==> src/logic/pmseq_regs.vh <==
// register offsets, field positions, reset values and timing counts of the mode sequencer
// assumes the includer, verilog-2005 or SystemVerilog, uses these by macro name
`ifndef PMSEQ_REGS_VH
`define PMSEQ_REGS_VH
// register indices on the plain port
`define PMSEQ_ADDR_W         4
`define PMSEQ_REG_CTRL       4'h0
`define PMSEQ_REG_STATUS     4'h1
`define PMSEQ_REG_PG_MASK    4'h2
`define PMSEQ_REG_INT_MASK   4'h3
`define PMSEQ_REG_INT_FLAGS  4'h4
`define PMSEQ_REG_PG_STAT    4'h5
// control fields
`define PMSEQ_CTRL_SOFT_RST  0
`define PMSEQ_CTRL_SLEEP     6
// status fields
`define PMSEQ_STAT_LOADED_N  7
// supply count (buck_a, buck_b, led_boost, five linear regulators)
`define PMSEQ_NSUP           8
// led_boost bit position in supply vectors
`define PMSEQ_SUP_LED_BOOST  2
// interrupt source count
`define PMSEQ_NINT           16
// reset values
`define PMSEQ_PG_MASK_RST    8'hFF
`define PMSEQ_INT_MASK_RST   16'h0000
// power-good threshold in percent of programmed voltage
`define PMSEQ_PG_PCT         90
// sequencing step time in us, clock in MHz, derived cycle count
`define PMSEQ_SEQ_STEP_US    100
`define PMSEQ_CLK_MHZ        50
`define PMSEQ_SEQ_STEP_CYC   (`PMSEQ_SEQ_STEP_US * `PMSEQ_CLK_MHZ)
// hardware reset deglitch in us and cycles
`define PMSEQ_DEGLITCH_US    5000
`define PMSEQ_DEGLITCH_CYC   (`PMSEQ_DEGLITCH_US * `PMSEQ_CLK_MHZ)
// reset time in us (1 ms/nF with 1 nF default) and cycles
`define PMSEQ_RESET_US       1000
`define PMSEQ_RESET_CYC      (`PMSEQ_RESET_US * `PMSEQ_CLK_MHZ)
// mode codes
`define PMSEQ_ST_NOPOWER     3'h0
`define PMSEQ_ST_LOAD        3'h1
`define PMSEQ_ST_ENABLE      3'h2
`define PMSEQ_ST_SEQ         3'h3
`define PMSEQ_ST_RESET       3'h4
`define PMSEQ_ST_PGCHK       3'h5
`define PMSEQ_ST_NORMAL      3'h6
`define PMSEQ_ST_SLEEP       3'h7
`endif

==> src/logic/pmseq_top.v <==
// operating-mode sequencer: power-up, fault handling, host reset and interrupt pin
// assumes analog comparator levels arrive asynchronously and are synchronised here;
// registers are reached over a plain address/strobe port with read data one cycle later
//
// Notes on behaviour
// - supply faults below 90 percent, boost overvoltage
// - unmasked fault gives sleep or fresh power-up
// - fault comparators blanked during initial power-up
// - thermal fault sleeps until all power removed
// - hardware reset input low drives host reset
// - soft reset bit gives timed host reset
// - each supply fault individually maskable
// - masks on every monitored parameter
// - interrupt on any unmasked parameter change (flags here are cleared while host reset is low)
// - sequencer and interrupt monitor listed inputs
// - all blocks off below undervoltage lockout
// - load defaults once internal rails active
// - power path on, clear loaded flag, enable
// - enable holds reset, floats interrupt, blanks comparators
// - wait system sense above threshold, then sequence
// - sequencing turns supplies on, starts reset timer
// - bucks enabled only with their pin inputs
// - first linear regulator enabled with bucks
// - power-good masks reset to masked
// - timer expiry enters power-good check
// - check state fault sleeps, else normal
//
// The register offsets and the address-and-strobe port were left to the implementer.
`include "pmseq_regs.vh"
module pmseq_top #(
  parameter SEQ_STEP_CYC = `PMSEQ_SEQ_STEP_CYC,
  parameter DEGLITCH_CYC = `PMSEQ_DEGLITCH_CYC,
  parameter RESET_CYC    = `PMSEQ_RESET_CYC
) (
  // clock and reset from the undervoltage lockout
  input  wire                       clk,
  input  wire                       rst_n,
  // power sense (asynchronous levels)
  input  wire                       uvlo_ok_in,
  input  wire                       rails_ok_in,
  input  wire                       sys_sense_in,
  input  wire                       thermal_fault_in,
  input  wire                       hw_reset_in_n,
  input  wire                       gp_pin_a,
  input  wire                       gp_pin_b,
  input  wire [`PMSEQ_NSUP-1:0]     sup_below_pg_in,
  input  wire                       led_boost_ovp_in,
  input  wire [7:0]                 other_status_in,
  // register port
  input  wire [`PMSEQ_ADDR_W-1:0]   reg_addr,
  input  wire [15:0]                reg_wdata,
  input  wire                       reg_write,
  input  wire                       reg_read,
  output reg  [15:0]                reg_rdata,
  // supply and pin controls
  output reg                        power_path_en,
  output reg  [`PMSEQ_NSUP-1:0]     sup_en,
  output reg                        pg_comp_en,
  output reg                        host_reset_output_n,
  output reg                        int_out,
  output reg                        int_oe,
  output reg  [2:0]                 mode
);

  // synchroniser stage widths
  localparam NS = 13 + `PMSEQ_NSUP;

  reg [NS-1:0]                s1_reg;
  reg [NS-1:0]                s2_reg;
  reg [2:0]                   state_reg;
  reg [2:0]                   state_next;
  reg [31:0]                  tmr_reg;
  reg [31:0]                  deg_reg;
  reg                         hw_held_reg;
  reg                         therm_sleep_reg;
  reg                         loaded_n_reg;
  reg                         soft_rst_reg;
  reg                         soft_sleep_reg;
  reg [`PMSEQ_NSUP-1:0]       pg_mask_reg;
  reg [`PMSEQ_NINT-1:0]       int_mask_reg;
  reg [`PMSEQ_NINT-1:0]       int_flags_reg;
  reg [`PMSEQ_NINT-1:0]       mon_prev_reg;

  wire                        uvlo_ok   = s2_reg[0];
  wire                        rails_ok  = s2_reg[1];
  wire                        sys_ok    = s2_reg[2];
  wire                        therm     = s2_reg[3];
  wire                        hw_rst_n  = s2_reg[4];
  wire                        gpa       = s2_reg[5];
  wire                        gpb       = s2_reg[6];
  wire                        boost_ovp = s2_reg[7];
  wire [4:0]                  oth       = s2_reg[12:8];
  wire [`PMSEQ_NSUP-1:0]      below     = s2_reg[NS-1:13];
  wire [`PMSEQ_NSUP-1:0]      pg_fault;
  wire                        pg_trip;
  wire [`PMSEQ_NINT-1:0]      mon;
  wire                        hw_long;

  // fault per supply: below threshold, but boost uses overvoltage
  assign pg_fault = {below[`PMSEQ_NSUP-1:`PMSEQ_SUP_LED_BOOST+1], boost_ovp,
                     below[`PMSEQ_SUP_LED_BOOST-1:0]};
  // masked supplies never trip; comparators off means no trip
  assign pg_trip  = pg_comp_en & |(pg_fault & ~pg_mask_reg);
  // monitored parameters for the interrupt controller
  assign mon      = {pg_fault, therm, sys_ok, uvlo_ok, oth};
  assign hw_long  = (deg_reg >= DEGLITCH_CYC);

  // two-flop synchronisers on every analog level
  always @(posedge clk or negedge rst_n) begin
    if (!rst_n) begin
      s1_reg <= {NS{1'b0}};
      s2_reg <= {NS{1'b0}};
    end else begin
      s1_reg <= {sup_below_pg_in, other_status_in[4:0], led_boost_ovp_in, gp_pin_b, gp_pin_a,
                 hw_reset_in_n, thermal_fault_in, sys_sense_in, rails_ok_in, uvlo_ok_in};
      s2_reg <= s1_reg;
    end
  end

  // next mode
  always @* begin
    state_next = state_reg;
    case (state_reg)
      `PMSEQ_ST_NOPOWER: begin
        if (uvlo_ok && rails_ok)
          state_next = `PMSEQ_ST_LOAD;
      end
      `PMSEQ_ST_LOAD:   state_next = `PMSEQ_ST_ENABLE;
      `PMSEQ_ST_ENABLE: begin
        if (sys_ok)
          state_next = `PMSEQ_ST_SEQ;
      end
      `PMSEQ_ST_SEQ: begin
        if (tmr_reg >= 3 * SEQ_STEP_CYC)
          state_next = `PMSEQ_ST_RESET;
      end
      `PMSEQ_ST_RESET: begin
        if (tmr_reg >= RESET_CYC && !hw_held_reg)
          state_next = `PMSEQ_ST_PGCHK;
      end
      `PMSEQ_ST_PGCHK: begin
        if (pg_trip)
          state_next = `PMSEQ_ST_SLEEP;
        else
          state_next = `PMSEQ_ST_NORMAL;
      end
      `PMSEQ_ST_NORMAL: begin
        if (therm || !sys_ok || soft_sleep_reg)
          state_next = `PMSEQ_ST_SLEEP;
        else if (pg_trip)
          state_next = `PMSEQ_ST_NOPOWER;
        else if (soft_rst_reg || hw_held_reg)
          state_next = `PMSEQ_ST_RESET;
      end
      `PMSEQ_ST_SLEEP: begin
        if (!therm_sleep_reg && sys_ok && !soft_sleep_reg)
          state_next = `PMSEQ_ST_ENABLE;
      end
      default: state_next = `PMSEQ_ST_NOPOWER;
    endcase
    // below lockout everything returns to no power
    if (!uvlo_ok)
      state_next = `PMSEQ_ST_NOPOWER;
  end

  // mode register, timers and flags
  always @(posedge clk or negedge rst_n) begin
    if (!rst_n) begin
      state_reg       <= `PMSEQ_ST_NOPOWER;
      tmr_reg         <= 32'h00000000;
      deg_reg         <= 32'h00000000;
      hw_held_reg     <= 1'b0;
      therm_sleep_reg <= 1'b0;
      loaded_n_reg    <= 1'b1;
    end else begin
      state_reg <= state_next;
      // timer restarts on every mode change
      if (state_next != state_reg)
        tmr_reg <= 32'h00000000;
      else
        tmr_reg <= tmr_reg + 32'h00000001;
      // deglitch the hardware reset input
      if (hw_rst_n)
        deg_reg <= 32'h00000000;
      else if (!hw_long)
        deg_reg <= deg_reg + 32'h00000001;
      hw_held_reg <= hw_long & !hw_rst_n;
      if (state_next == `PMSEQ_ST_NOPOWER)
        therm_sleep_reg <= 1'b0;
      else if (state_reg == `PMSEQ_ST_NORMAL && therm)
        therm_sleep_reg <= 1'b1;
      if (state_reg == `PMSEQ_ST_NOPOWER)
        loaded_n_reg <= 1'b1;
      else if (state_reg == `PMSEQ_ST_LOAD)
        loaded_n_reg <= 1'b0;
    end
  end

  // registers written by software; defaults reload on load and hardware reset
  always @(posedge clk or negedge rst_n) begin
    if (!rst_n) begin
      pg_mask_reg    <= `PMSEQ_PG_MASK_RST;
      int_mask_reg   <= `PMSEQ_INT_MASK_RST;
      soft_rst_reg   <= 1'b0;
      soft_sleep_reg <= 1'b0;
    end else if (state_reg == `PMSEQ_ST_LOAD || hw_held_reg) begin
      pg_mask_reg    <= `PMSEQ_PG_MASK_RST;
      int_mask_reg   <= `PMSEQ_INT_MASK_RST;
      soft_rst_reg   <= 1'b0;
      soft_sleep_reg <= 1'b0;
    end else begin
      if (state_reg == `PMSEQ_ST_RESET)
        soft_rst_reg <= 1'b0;
      if (state_reg == `PMSEQ_ST_ENABLE)
        soft_sleep_reg <= 1'b0;
      if (reg_write) begin
        case (reg_addr)
          `PMSEQ_REG_CTRL: begin
            soft_rst_reg   <= reg_wdata[`PMSEQ_CTRL_SOFT_RST];
            soft_sleep_reg <= reg_wdata[`PMSEQ_CTRL_SLEEP];
          end
          `PMSEQ_REG_PG_MASK:  pg_mask_reg  <= reg_wdata[`PMSEQ_NSUP-1:0];
          `PMSEQ_REG_INT_MASK: int_mask_reg <= reg_wdata;
          default: ;
        endcase
      end
    end
  end

  // sticky interrupt flags on unmasked change; set beats write-one-to-clear
  always @(posedge clk or negedge rst_n) begin
    if (!rst_n) begin
      mon_prev_reg  <= {`PMSEQ_NINT{1'b0}};
      int_flags_reg <= {`PMSEQ_NINT{1'b0}};
    end else begin
      mon_prev_reg <= mon;
      if (!host_reset_output_n)
        int_flags_reg <= {`PMSEQ_NINT{1'b0}};              // ignored during host reset
      else
        int_flags_reg <= (int_flags_reg &
                          ~((reg_write && reg_addr == `PMSEQ_REG_INT_FLAGS) ? reg_wdata
                                                               : {`PMSEQ_NINT{1'b0}}))
                         | ((mon ^ mon_prev_reg) & ~int_mask_reg);
    end
  end

  // outputs decoded from mode, all registered
  always @(posedge clk or negedge rst_n) begin
    if (!rst_n) begin
      power_path_en       <= 1'b0;
      sup_en              <= {`PMSEQ_NSUP{1'b0}};
      pg_comp_en          <= 1'b0;
      host_reset_output_n <= 1'b0;
      int_out             <= 1'b0;
      int_oe              <= 1'b0;
      mode                <= `PMSEQ_ST_NOPOWER;
    end else begin
      mode          <= state_reg;
      power_path_en <= (state_reg != `PMSEQ_ST_NOPOWER) &&
                       (state_reg != `PMSEQ_ST_LOAD);
      // supplies on from sequencing to normal; bucks gated by their pins
      if (state_reg == `PMSEQ_ST_SEQ || state_reg == `PMSEQ_ST_RESET ||
          state_reg == `PMSEQ_ST_PGCHK || state_reg == `PMSEQ_ST_NORMAL) begin
        sup_en[0] <= gpa;
        sup_en[1] <= gpb;
        sup_en[2] <= 1'b0;                                 // boost always held off
        sup_en[3] <= 1'b1;                                 // with the bucks
        sup_en[`PMSEQ_NSUP-1:4] <= {(`PMSEQ_NSUP-4){tmr_reg >= SEQ_STEP_CYC ||
                                    state_reg != `PMSEQ_ST_SEQ}};
      end else
        sup_en <= {`PMSEQ_NSUP{1'b0}};
      // comparators blanked until the check state
      pg_comp_en <= (state_next == `PMSEQ_ST_PGCHK) || (state_next == `PMSEQ_ST_NORMAL);
      // host reset low unless checking or normal and no hardware reset
      host_reset_output_n <= ((state_next == `PMSEQ_ST_PGCHK) ||
                              (state_next == `PMSEQ_ST_NORMAL)) && !hw_held_reg;
      int_out <= 1'b0;
      int_oe  <= host_reset_output_n && (state_reg == `PMSEQ_ST_NORMAL) &&
                 (|int_flags_reg);
    end
  end

  // read data one cycle after the read strobe, zero otherwise
  always @(posedge clk or negedge rst_n) begin
    if (!rst_n)
      reg_rdata <= 16'h0000;
    else if (reg_read) begin
      case (reg_addr)
        `PMSEQ_REG_CTRL:      reg_rdata <= {9'h000, soft_sleep_reg, 5'h00, soft_rst_reg};
        `PMSEQ_REG_STATUS:    reg_rdata <= {8'h00, loaded_n_reg, 4'h0, state_reg};
        `PMSEQ_REG_PG_MASK:   reg_rdata <= {8'h00, pg_mask_reg};
        `PMSEQ_REG_INT_MASK:  reg_rdata <= int_mask_reg;
        `PMSEQ_REG_INT_FLAGS: reg_rdata <= int_flags_reg;
        `PMSEQ_REG_PG_STAT:   reg_rdata <= {8'h00, pg_fault};
        default:              reg_rdata <= 16'h0000;
      endcase
    end else
      reg_rdata <= 16'h0000;
  end

endmodule // pmseq_top

==> config.mk <==
export PLATFORM = sky130hd
export DESIGN_NAME = pmseq_top
export DESIGN_NICKNAME = d
export VERILOG_FILES = /design/src/logic/pmseq_top.v
export VERILOG_INCLUDE_DIRS = /design/src /design/src/logic
export SDC_FILE = /design/constraint.sdc
export NUM_CORES = 1
export LEC_CHECK = 0
export BUFFER_PORTS_ARGS = -buffer_cell sky130_fd_sc_hd__clkbuf_2
export CAP_MARGIN = 40
export CORE_MARGIN = 3
export CORE_UTILIZATION = 40
export CTS_BUF_LIST = sky130_fd_sc_hd__clkbuf_4
export DETAILED_ROUTE_END_ITERATION = 10
export PLACE_DENSITY = 0.56
export SYNTH_ARGS = -nofsm -noshare
export SYNTH_HDL_FRONTEND = slang
export SYNTH_SLANG_ARGS = --single-unit
==> constraint.sdc <==
create_clock -name clk -period 3.4 [get_ports clk]
set_input_delay 0.68 -clock clk [delete_from_list [all_inputs] [get_ports clk]]
set_output_delay 0.68 -clock clk [all_outputs]
set_load 0.02 [all_outputs]
Yosys cells after proc, flatten, opt, wreduce, memory -nomap -nowiden
Cells that the tools add are included.
{ "totals": {"ff_bits": 201, "in_bits": 48, "output_inout_bits": 32} }
{ "op_classes": {"add_sub_neg": 2, "n_lt_le_gt_ge": 4, "n_eq_ne": 18, "mux": 37, "n_bitwise": 10, "reduce_logical": 37} }
{ "op_table": {"columns": ["op", "n"], "rows": [
  ["16-bit 2-to-1 mux", 6],
  ["32-bit 2-to-1 mux", 3],
  ["16-bit one-hot mux with 6 select lines", 1],
  ["32-bit by 1-bit adder with 32-bit output (second input constant)", 2],
  ["16-bit bitwise AND", 2],
  ["32-bit by 13-bit >= comparator with 1-bit output (second input constant)", 1],
  ["32-bit by 14-bit >= comparator with 1-bit output (second input constant)", 1],
  ["32-bit by 16-bit >= comparator with 1-bit output (second input constant)", 1],
  ["32-bit by 18-bit >= comparator with 1-bit output (second input constant)", 1],
  ["8-bit 2-to-1 mux", 4],
  ["16-bit NOT", 2],
  ["3-bit 2-to-1 mux", 9],
  ["3-bit one-hot mux with 8 select lines", 1],
  ["3-bit equality test (second input constant)", 6],
  ["16-bit OR", 1],
  ["16-bit OR reduction", 1],
  ["16-bit XOR", 1],
  ["1-bit 2-to-1 mux", 13],
  ["1-bit logical AND", 10],
  ["2-bit nonzero test", 5],
  ["1-bit logical OR", 9],
  ["8-bit bitwise AND", 1],
  ["4-bit by 2-bit equality test with 1-bit output (second input constant)", 2],
  ["4-bit by 3-bit equality test with 1-bit output (second input constant)", 2],
  ["15 further kinds", 23]
]} }

Longest topological paths before layout
Gate-level depths: netlist (run 1).
{ "logic_depth": {"word_depth": 11, "mapped_depth": 9, "ltp_nobuf": 8} }

Least setup slack after synthesis (run 1)
Ideal clock, no wire load.
{ "synth_path": {"path_kind": "input to register", "start": "input reg_addr[3]", "end": "register int_flags_reg[10]", "arrival_time_ns": 2.008, "required_time_ns": 3.281, "setup_slack_ns": 1.272, "cell_stages": 8, "n_path_buf": 2, "cell_sequence": "nand2b_1 > nor3_1 > and2_1 > buf_2 > buf_2 > nand2_1 > a21oi_1 > nor2b_1"} }
{ "synth_via": {"elab_chain_cells": 7} }
{ "synth_rtl": {"columns": ["item", "line_no", "rtl"], "rows": [
  ["from (decl)", "pmseq_top.v:50", "input wire [`PMSEQ_ADDR_W-1:0] reg_addr,"],
  ["4-bit by 3-bit equality test with 1-bit output", null, null],
  ["1-bit logical AND (no line)", null, null],
  ["16-bit 2-to-1 mux", "pmseq_top.v:241", "~((reg_write && reg_addr == `PMSEQ_REG_INT_FLAGS) ? reg_wdata"],
  ["16-bit NOT", "pmseq_top.v:241", null],
  ["16-bit bitwise AND", "pmseq_top.v:240", "int_flags_reg <= (int_flags_reg &"],
  ["16-bit OR", "pmseq_top.v:240", null],
  ["16-bit 2-to-1 mux", "pmseq_top.v:237", "if (!host_reset_output_n)"],
  ["to (signal assigned)", "pmseq_top.v:234", "int_flags_reg <= {`PMSEQ_NINT{1'b0}};"],
  ["to (signal assigned)", "pmseq_top.v:238", "int_flags_reg <= {`PMSEQ_NINT{1'b0}};"],
  ["to (signal assigned)", "pmseq_top.v:240", null],
  ["to (decl)", "pmseq_top.v:81", "reg [`PMSEQ_NINT-1:0] int_flags_reg;"]
]} }
No other way between the ends.
A chain may end at the register's enable or synchronous reset.

Worst setup path in the final report (run 1)
{ "layout_path": {"start": "register state_reg[1]", "end": "register tmr_reg[25]"} }
{ "layout_via": {"elab_chain_cells": 7, "elab_cells_between_ends": 20, "classes_between": "eq/ne (8); mux (11); reduce/logical (1)"} }
{ "layout_rtl": {"columns": ["item", "line_no", "rtl"], "rows": [
  ["from (decl)", "pmseq_top.v:70", "reg [2:0] state_reg;"],
  ["from (signal assigned)", "pmseq_top.v:169", "state_reg <= `PMSEQ_ST_NOPOWER;"],
  ["from (signal assigned)", "pmseq_top.v:176", "state_reg <= state_next;"],
  ["3-bit 2-to-1 mux", "pmseq_top.v:152", "else if (soft_rst_reg || hw_held_reg)"],
  ["3-bit 2-to-1 mux", "pmseq_top.v:150", "else if (pg_trip)"],
  ["3-bit 2-to-1 mux", "pmseq_top.v:148", "if (therm || !sys_ok || soft_sleep_reg)"],
  ["3-bit one-hot mux with 8 select lines", "pmseq_top.v:123", "case (state_reg)"],
  ["3-bit 2-to-1 mux", "pmseq_top.v:162", "if (!uvlo_ok)"],
  ["3-bit != test *", "pmseq_top.v:178", "if (state_next != state_reg)"],
  ["32-bit 2-to-1 mux *", "pmseq_top.v:178", null],
  ["to (signal assigned)", "pmseq_top.v:181", "tmr_reg <= tmr_reg + 32'h00000001;"],
  ["to (decl)", "pmseq_top.v:72", "reg [31:0] tmr_reg;"]
]} }
Every way passes the cells marked *; elsewhere a longest branch is shown, timed or not.

==> results of run 1 <==
where the power goes:
group          switching (mW)  total [mW]  internal [mW]
Sequential             0.0723        2.49           2.42
Combinational           0.241       0.386          0.144
Clock                   0.875        1.29          0.415
Total                    1.19        4.17           2.98
cells in the mapped netlist (all sizes together) (5+ instances only):
master and n:
o21ai 12, a22o 16, a21oi 28, xor2 23
nor2b 32, nor3 13, a22oi 18, clkbuf 16
nor2 97, nor4 17, and3 10, and2 6
buf 14, or3 5, a31oi 6, nand4 9
xnor2 39, dfstp 9, inv 16, nand2b 9
nand2 70, dfrtp 186, nand3 38
routing by layer:
metal  vias to the layer above  routed length (µm)  global-route usage
met5                         -                   0                   0
met4                         0                 168              0.0337
met3                        13                 633              0.0356
met2                       112                8450               0.276
met1                      2770                8100               0.229
li1                       2657                   -                   -
worst max-delay path by stage:
stage | to | slack, ps | cells after the start | start
after global routing | tmr_reg[25]$_DFF_PN0_ | 550 | 8 | tmr_reg[30]$_DFF_PN0_
final | tmr_reg[25]$_DFF_PN0_ | 870 | 8 | state_reg[1]$_DFF_PN0_
after floorplan | int_flags_reg[10]$_DFF_PN0_ | 1270 | 8 | reg_addr[3]
after detailed placement | tmr_reg[8]$_DFF_PN0_ | 860 | 8 | tmr_reg[18]$_DFF_PN0_
after CTS | tmr_reg[25]$_DFF_PN0_ | 850 | 8 | tmr_reg[18]$_DFF_PN0_
after global placement | tmr_reg[26]$_DFF_PN0_ | 900 | 8 | state_reg[1]$_DFF_PN0_
cells by family after synthesis:
logic type / after synthesis
other cells: 1
flops: 195
compound gates: 105
fa+ha+maj: 4
simple gates: 320
buf+inv: 46
xor+xnor: 62
mux: 1
worst max-delay path, stage by stage, from the launching register on:
cell and delay, ps:
dfrtp_1 600, nand2_1 140, or2_1 260, a2111oi_1 460, or3_1 210, o21ai_1 100, o2111ai_4 210, buf_4 340
nor2_1 90
area by class of cell:
type                       count  area share
multi-input combinational    494       0.325
tap                          265      0.0366
timing repair buffer          85      0.0570
inverter                      16     0.00662
sequential                   195       0.539
clock inverter                15      0.0206
clock buffer                  17      0.0141
antenna                        1    0.000276
layout by cell type (no fill, tap or decap), types with 16 or more instances in the layout:
cell type,synthesis,final
dfrtp_1,186,186
nor2_1,97,97
clkbuf_2,0,72
nand2_1,70,70
xnor2_1,39,39
nand3_1,38,38
nor2b_1,32,32
a21oi_1,28,27
xor2_1,23,23
a22oi_1,18,18
clkbuf_4,0,17
inv_1,16,16
nor4_1,16,16
a22o_1,16,16
per-stage QoR:
stage,power [mW],hold slack (ps)
final,4.17,153
after global routing,4.39,112
after CTS,4.24,146
after detailed placement,2.93,335
after global placement,2.91,332
after floorplan,2.75,331
==> impl_metrics.csv, run 1 <==
group,metric,value,unit
logic_synthesis,ys_ff_latch,195,
cts,clockRootBuffer,"clkbuf_4",
floorplan,die_h,148,µm
logic_synthesis,ys_types,59,
logic_synthesis,synth-edff-count,0,
cts,clockBufferDepth,2,
sta,tightest_slew,896,ps
cts,clock_latency,570,ps
worst_setup_path,cp-end-kind,"flip-flop",
outcome,status,"finished clean",
cts,path_clk_slew,180,ps
hold_path,worstHoldPathType,"input pin to async pin",
sta,setup-tns-final,0,ps
logic_synthesis,synth_seq_area_share,0.608,
sta,hold_violations,0,
floorplan,die_width,148,µm
cts,numCtsBuffers,17,
logic_synthesis,synthSimpleGateAreaFrac,0.195,
job,cap_viol_max_count,0,
placement,hpwl,12000,µm
placement,dpl.cell_count,1055,
drt,drt_iter0_drc,455,
cts,cts_tree,"yes",
floorplan,ios,80,
cells_and_area,finalNonFillerCells,1088,
floorplan,rows,51,
global_route,grt_max_degree,93,
drt,viasPerCell,5.10,
logic_synthesis,synth.area.mux_share,0.00124,
cts,htreeDepth,4,
cts,clock_sinks,195,
global_route,grtUsageTotal,0.167,
cells_and_area,seq_area,4890,µm²
sta,skew,26.1,ps
logic_synthesis,synth_top_flop_cell,"dfrtp_1",
drt,drt_first_pass_iters,5,
logic_synthesis,avgSynthCellArea,11.0,µm²
worst_setup_path,reg2reg_slack,870,ps
floorplan,die-area,21900,µm²
placement,port_buffers,73,
floorplan,core-area,19600,µm²
sta,final_max_slew_viol_count,0,
sta,fin_ws,875,ps
worst_setup_path,worst_r2r_endpoint,"tmr_reg[25]$_DFF_PN0_",
logic_synthesis,synth_area_leaders,"dfrtp_1, nor2_1, xnor2_1",
cells_and_area,syn_to_final_growth,12.7,%
logic_synthesis,yosysTopAreaCellShare,0.578,
logic_synthesis,yosys.area_share.adder,0.00622,
worst_setup_path,path_class,"flip-flop to flip-flop",
logic_synthesis,synth_warnings,0,
placement,dp_slack,863,ps
worst_setup_path,cp_data_required_time,3850,ps
drt,routed_wl,17300,µm
sta,setup_viol,0,
logic_synthesis,async_reset_ff_frac,1.00,
drt,postRouteAntennaNets,0,
logic_synthesis,postSynthCellCount,734,
worst_setup_path,r2r_cells,8,
logic_synthesis,synth_compound_area_frac,0.0942,
logic_synthesis,synth.cell_area,8050,µm²
placement,place_congestion,0.848,
global_route,overflow,0,
cells_and_area,utilization,0.463,
logic_synthesis,yosys.area.top_type,"dfrtp_1",
drt,wl_per_cell,15.9,µm
cts,cts_hold_buf,0,
worst_setup_path,cp_max_fo,32,
cts,cts-resized-gates,0,
global_route,antenna_found_initial,1,
worst_setup_path,critPathLaunchType,"flip-flop",
global_route,grt_pass1_vias,5638,
global_route,grt_pass1_wl,29200,µm
sta,slew_headroom,0.397,
logic_synthesis,synth_top_family_by_area,"simple AND/OR/NAND/NOR gates",
power_and_ir_drop,p_leak,4.11,nW
cells_and_area,multi_input_area,2950,µm²
worst_setup_path,arrival,2970,ps
sta,fin_crit,2530,ps
power_and_ir_drop,p_per_area,460,nW/µm²
power_and_ir_drop,ir_drop,200,µV
logic_synthesis,synthXorXnorAreaFrac,0.0675,
sta,finalCritPeriodShare,0.743,
worst_setup_path,r2r-start,"state_reg[1]$_DFF_PN0_",
sta,timing.fmax,0.396,GHz
drt,drc_errors,0,
sta,rsz0062_at_grt,"false",
cells_and_area,drive_gt1_frac,0.168,
drt,num_vias,5552,
placement,place_area,8750,µm²
floorplan,start_util,0.411,
cells_and_area,nFillCells,1841,
cells_and_area,design_area,9070,µm²
cells_and_area,nets,861,
cts,postCtsSetupRepairBufs,0,
Power figures use the tool's default switching activity.
==> inputs of run 2 (changes only) <==
Settings changed: PLACE_DENSITY 0.56 to 0.58.
Clock period 3.4 ns to 2 ns, I/O delays scaled along.
==> impl_metrics.csv, run 2 (same netlist as run 1, synthesis figures left out) <==
group,metric,value,unit
worst_setup_path,startpoint,"tmr_reg[4]$_DFF_PN0_",
cells_and_area,drive_gt1_frac,0.300,
worst_setup_path,endpoint,"tmr_reg[29]$_DFF_PN0_",
cts,htreeDepth,4,
floorplan,die-area,21900,µm²
outcome,status,"finished, violations left",
cts,path_clk_slew,160,ps
cts,clock_sinks,195,
global_route,grt_max_degree,50,
power_and_ir_drop,clkPwrFrac,0.324,
cts,cts_tree,"yes",
sta,tightest_slew,525,ps
power_and_ir_drop,switching_share,0.266,
global_route,grtUsageTotal,0.184,
cells_and_area,design_area,10600,µm²
cells_and_area,nets,1001,
floorplan,rows,51,
worst_setup_path,r2r-start,"tmr_reg[4]$_DFF_PN0_",
drt,drt_iter0_drc,476,
sta,rsz0062_at_grt,"true",
cts,numCtsBuffers,17,
cells_and_area,final_common_cell,"dfrtp_1",
global_route,grt_pass1_wl,32200,µm
drt,drt_first_pass_iters,5,
cells_and_area,seq_area,4890,µm²
global_route,antenna_found_initial,1,
sta,skew,25.9,ps
drt,drc_errors,0,
sta,finalCritPeriodShare,1.14,
worst_setup_path,reg2reg_slack,-270,ps
placement,place_area,9580,µm²
power_and_ir_drop,p_switching,2.04,mW
sta,setup_viol,35,
floorplan,start_util,0.411,
hold_path,worstHoldPathType,"input pin to flip-flop",
drt,wl_per_cell,16.0,µm
cells_and_area,layout_common_cells,"dfrtp_1, buf_4, nor2_1, clkbuf_2, nand2_1",
drt,postRouteAntennaNets,0,
job,cap_viol_max_count,0,
power_and_ir_drop,seq_power_share,0.550,
worst_setup_path,crit_family,"compound AO/OA/AOI/OAI gates",
worst_setup_path,crit_buf_inv,1,
sta,final_max_slew_viol_count,0,
worst_setup_path,path_class,"flip-flop to flip-flop",
cts,clockRootBuffer,"clkbuf_4",
global_route,overflow,0,
drt,routed_wl,19600,µm
worst_setup_path,worst_r2r_endpoint,"tmr_reg[29]$_DFF_PN0_",
worst_setup_path,arrival,2750,ps
placement,port_buffers,73,
sta,hold_violations,0,
floorplan,core-area,19600,µm²
worst_setup_path,cp_max_fo,16,
worst_setup_path,r2r_cells,8,
floorplan,ios,80,
worst_setup_path,cp_data_required_time,2480,ps
power_and_ir_drop,combPwrFrac,0.127,
worst_setup_path,cp.depth,8,
power_and_ir_drop,ir_drop,338,µV
drt,num_vias,6270,
floorplan,die_h,148,µm
sta,fin_crit,2270,ps
cts,clockBufferDepth,2,
placement,hpwl,13700,µm
power_and_ir_drop,p_leak,4.90,nW
placement,place_congestion,0.828,
outcome,violations,"negative setup slack",
cells_and_area,syn_to_final_growth,32.1,%
sta,fin_ws,-273,ps
power_and_ir_drop,internal_power,5.64,mW
worst_setup_path,slowest_stage,"dfrtp_1",
worst_setup_path,critPathLaunchType,"flip-flop",
global_route,grt_pass1_vias,6417,
cts,clock_latency,590,ps
cells_and_area,nFillCells,1664,
sta,setup-tns-final,-8530,ps
cells_and_area,multi_input_area,3280,µm²
floorplan,die_width,148,µm
worst_setup_path,cp-end-kind,"flip-flop",
sta,slew_headroom,0.650,
sta,timing.fmax,0.440,GHz
worst_setup_path,max_stage_delay,430,ps
hold_path,min_from,"reg_wdata[8]",
worst_setup_path,crit_chain,"a211oi_1 > o21ai_2 > a2111oi_4 > or3_4 > o21ai_4 > o2111ai_4 > buf_12 > nor2_1",
power_and_ir_drop,p_per_area,723,nW/µm²
drt,viasPerCell,5.11,
-- run 2: cell count changes in the layout (fill, tap and decap cells not counted), sizes merged --
cell / change
bufinv: +3
clkbuf: +1
or2: +1
inv: -1
buf: +110
dlygate4sd3: +29
clkinv: -3
-- run 2: repair_timing --
item | in CTS | in global routing
setup buffers | 2 | 7
hold endpoints to repair | 69 | 0
hold buffers | 29 | 0
cloned | 0 | 1
gates resized for setup | 29 | 26
setup endpoints to repair | 42 | 47
pin swaps | 3 | 23
-- run 2: worst min-delay path by stage --
| stage | endpoint | slack [ps] | cells after the start |
|---|---|---|---|
| global placement | s2_reg[2]$_DFF_PN0_ | 330 | 0 |
| CTS | pg_mask_reg[6]$_DFFE_PN1P_ | 2 | 3 |
| global route | int_mask_reg[15]$_DFFE_PN0P_ | 8 | 2 |
| detailed placement | s2_reg[11]$_DFF_PN0_ | 340 | 0 |
| finish | int_mask_reg[8]$_DFFE_PN0P_ | 60 | 2 |
| floorplan | deg_reg[0]$_DFFE_PN0N_ | 100 | 0 |
-- run 2: power groups by stage --
stage | clock network [mW] | registers (mW) | logic, mW
final | 2.48 | 4.22 | 0.973
after global routing | 2.72 | 4.24 | 1.07
after detailed placement | 0 | 4.29 | 0.866
after CTS | 2.56 | 4.22 | 0.977
after floorplan | 0 | 4.28 | 0.412
after global placement | 0 | 4.28 | 0.845
-- run 2: through the flow --
| stage | total power [mW] | setup WS [ps] | util | cells | hold WS (ps) |
|---|---|---|---|---|---|
| detailed placement | 5.15 | -380 | 0.489 | 1156 | 337 |
| CTS | 7.76 | -226 | 0.532 | 1219 | 2.48 |
| global placement | 5.13 | -290 | 0.489 | 1156 | 332 |
| global route | 8.03 | -351 | 0.543 | 1228 | 7.99 |
| finish | 7.68 | -273 | 0.543 | 1228 | 58.2 |
| floorplan | 4.70 | 7.50 | - | 735 | 104 |
-- run 2: final cells by class --
cell class | instances | share of cell area
clock buffers | 18 | 0.0127
inverters | 16 | 0.00565
clock inverters | 14 | 0.0204
well taps | 265 | 0.0312
repair buffers | 224 | 0.161
diodes | 1 | 0.000235
flip-flops and latches | 195 | 0.460
multi-input cells | 495 | 0.309
-- run 2: routing by layer --
metal	part of all wire	vias up	routed length, µm	GRT usage
met5	0	-	0	0
met4	0.017	0	325	0.0568
met3	0.046	27	895	0.0334
met2	0.51	170	10100	0.317
met1	0.43	3137	8340	0.238
li1	-	2936	-	-
==> inputs of run 3 (changes only) <==
Settings changed: SETUP_SLACK_MARGIN set to 0.1.
==> impl_metrics.csv, run 3 (same netlist as run 1, synthesis figures left out) <==
group,metric,value,unit
drt,wl_per_cell,15.8,µm
global_route,grt.busiest_layer,"met2",
drt,postRouteAntennaNets,0,
cells_and_area,finalNonFillerCells,1214,
drt,drc_errors,0,
sta,setup_viol,35,
cells_and_area,nets,987,
cells_and_area,drive_gt1_frac,0.291,
floorplan,start_util,0.411,
placement,place_congestion,0.872,
cells_and_area,nFillCells,1718,
worst_setup_path,r2r_cells,9,
worst_setup_path,cp-end-kind,"flip-flop",
cells_and_area,layout_common_cells,"dfrtp_1, nor2_1, buf_4, clkbuf_2, nand2_1",
power_and_ir_drop,p_leak,4.81,nW
cells_and_area,final_common_cell,"dfrtp_1",
global_route,antenna_found_initial,1,
cts,clock_latency,590,ps
hold_path,worstHoldPathType,"input pin to flip-flop",
sta,fin_crit,2180,ps
hold_path,whs_endpoint,"pg_mask_reg[6]$_DFFE_PN1P_",
hold_path,min_from,"reg_wdata[6]",
worst_setup_path,arrival,2650,ps
global_route,grt_pass1_wl,31400,µm
global_route,grt_pass1_vias,6244,
worst_setup_path,worst_r2r_endpoint,"tmr_reg[10]$_DFF_PN0_",
cells_and_area,syn_to_final_growth,29.6,%
sta,rsz0062_at_grt,"true",
cts,path_clk_slew,180,ps
placement,dpl.cell_count,1142,
global_route,grt.met2_usage,0.308,
floorplan,die-area,21900,µm²
cts,cts_tree,"yes",
sta,fin_ws,-179,ps
sta,whs,64.7,ps
drt,drt_first_pass_iters,7,
global_route,grt_max_degree,64,
cts,htreeDepth,4,
global_route,grtUsageTotal,0.180,
power_and_ir_drop,ir_drop,523,µV
drt,viasPerCell,5.00,
floorplan,rows,51,
drt,drt_iter0_drc,382,
placement,hpwl,13200,µm
sta,hold_violations,0,
power_and_ir_drop,p_per_area,697,nW/µm²
floorplan,ios,80,
cts,clockRootBuffer,"clkbuf_4",
worst_setup_path,path_class,"flip-flop to flip-flop",
worst_setup_path,reg2reg_slack,-180,ps
sta,skew,28.1,ps
hold_path,whs_path_depth,3,
sta,finalCritPeriodShare,1.09,
worst_setup_path,cp_data_required_time,2470,ps
sta,final_max_slew_viol_count,0,
floorplan,die_width,148,µm
outcome,violations,"negative setup slack",
drt,routed_wl,19100,µm
cts,clockBufferDepth,2,
worst_setup_path,critPathLaunchType,"flip-flop",
sta,timing.fmax,0.459,GHz
worst_setup_path,cp_max_fo,32,
global_route,gr-usage-met3,0.0414,
power_and_ir_drop,power.total,7.27,mW
job,cap_viol_max_count,0,
outcome,status,"finished, violations left",
floorplan,core-area,19600,µm²
global_route,met1_usage,0.229,
cts,clock_sinks,195,
placement,port_buffers,73,
drt,num_vias,6068,
worst_setup_path,r2r-start,"tmr_reg[30]$_DFF_PN0_",
cts,numCtsBuffers,17,
floorplan,die_h,148,µm
global_route,overflow,0,
## run 3: cell count changes in the layout (fill, tap and decap cells not counted), moves of 3 or more
| cell | change |
|---|---|
| buf_12 | -6 |
| buf_4 | -12 |
| o21ai_1 | +4 |
| o21ai_0 | -4 |
| bufinv_16 | -3 |
## run 3: worst max path at each step
stage / start / end / cells after the start
after global placement: tmr_reg[30]$_DFF_PN0_ / tmr_reg[26]$_DFF_PN0_ / 8
after global routing: tmr_reg[30]$_DFF_PN0_ / tmr_reg[10]$_DFF_PN0_ / 9
after floorplan: state_reg[1]$_DFF_PN0_ / tmr_reg[21]$_DFF_PN0_ / 9
after detailed placement: tmr_reg[30]$_DFF_PN0_ / tmr_reg[26]$_DFF_PN0_ / 8
after CTS: pg_mask_reg[0]$_DFFE_PN1P_ / host_reset_output_n$_DFF_PN0_ / 8
final: tmr_reg[30]$_DFF_PN0_ / tmr_reg[10]$_DFF_PN0_ / 9
## run 3: layout make-up
class | instances | area [µm²] | share of cell area
Inverter | 16 | 60.1 | 0.00576
Tap cell | 265 | 332 | 0.0318
Clock buffer | 17 | 128 | 0.0122
Multi-Input combinational cell | 495 | 3310 | 0.317
Clock inverter | 15 | 164 | 0.0157
Timing Repair Buffer | 210 | 1540 | 0.148
Sequential cell | 195 | 4890 | 0.469
Antenna cell | 1 | 2.50 | 0.000240
## run 3: worst max-delay path, stage by stage (launching register included)
cell       delay (ps)
dfrtp_1           450
nor4_4            310
nand4_1           130
buf_6             160
a2111oi_4         220
or3_4             200
o21ai_2            70
o2111ai_4         220
buf_12            220
nor2_1             70
## run 3: where the power goes
| part | internal [mW] | total (mW) | switching [mW] |
|---|---|---|---|
| registers | 4.11 | 4.22 | 0.102 |
| clock network | 0.681 | 2.12 | 1.44 |
| logic | 0.430 | 0.934 | 0.504 |
## run 3: routing by layer
metal | part of all wire | up-vias
met4 | 0.018 | 0
met5 | 0 | -
met2 | 0.51 | 133
li1 | - | 2919
met3 | 0.042 | 25
met1 | 0.43 | 2991
## run 3: through the flow
stage,worst slack (ps),util,instance area [µm²],TNS [ps]
final,-179,0.532,10400,-5190
after global routing,-325,0.532,10400,-9930
after floorplan,37.0,-,8150,0
after detailed placement,-434,0.484,9470,-13050
after CTS,-193,0.525,10300,-5060
after global placement,-223,0.484,9470,-7370
## run 3: repair_timing
item	CTS	global route
pin swaps	22	13
hold buffers	27	4
setup buffers	6	1
setup endpoints to repair	61	54
hold endpoints to repair	59	4
resized for setup	37	17
cloned	1	0
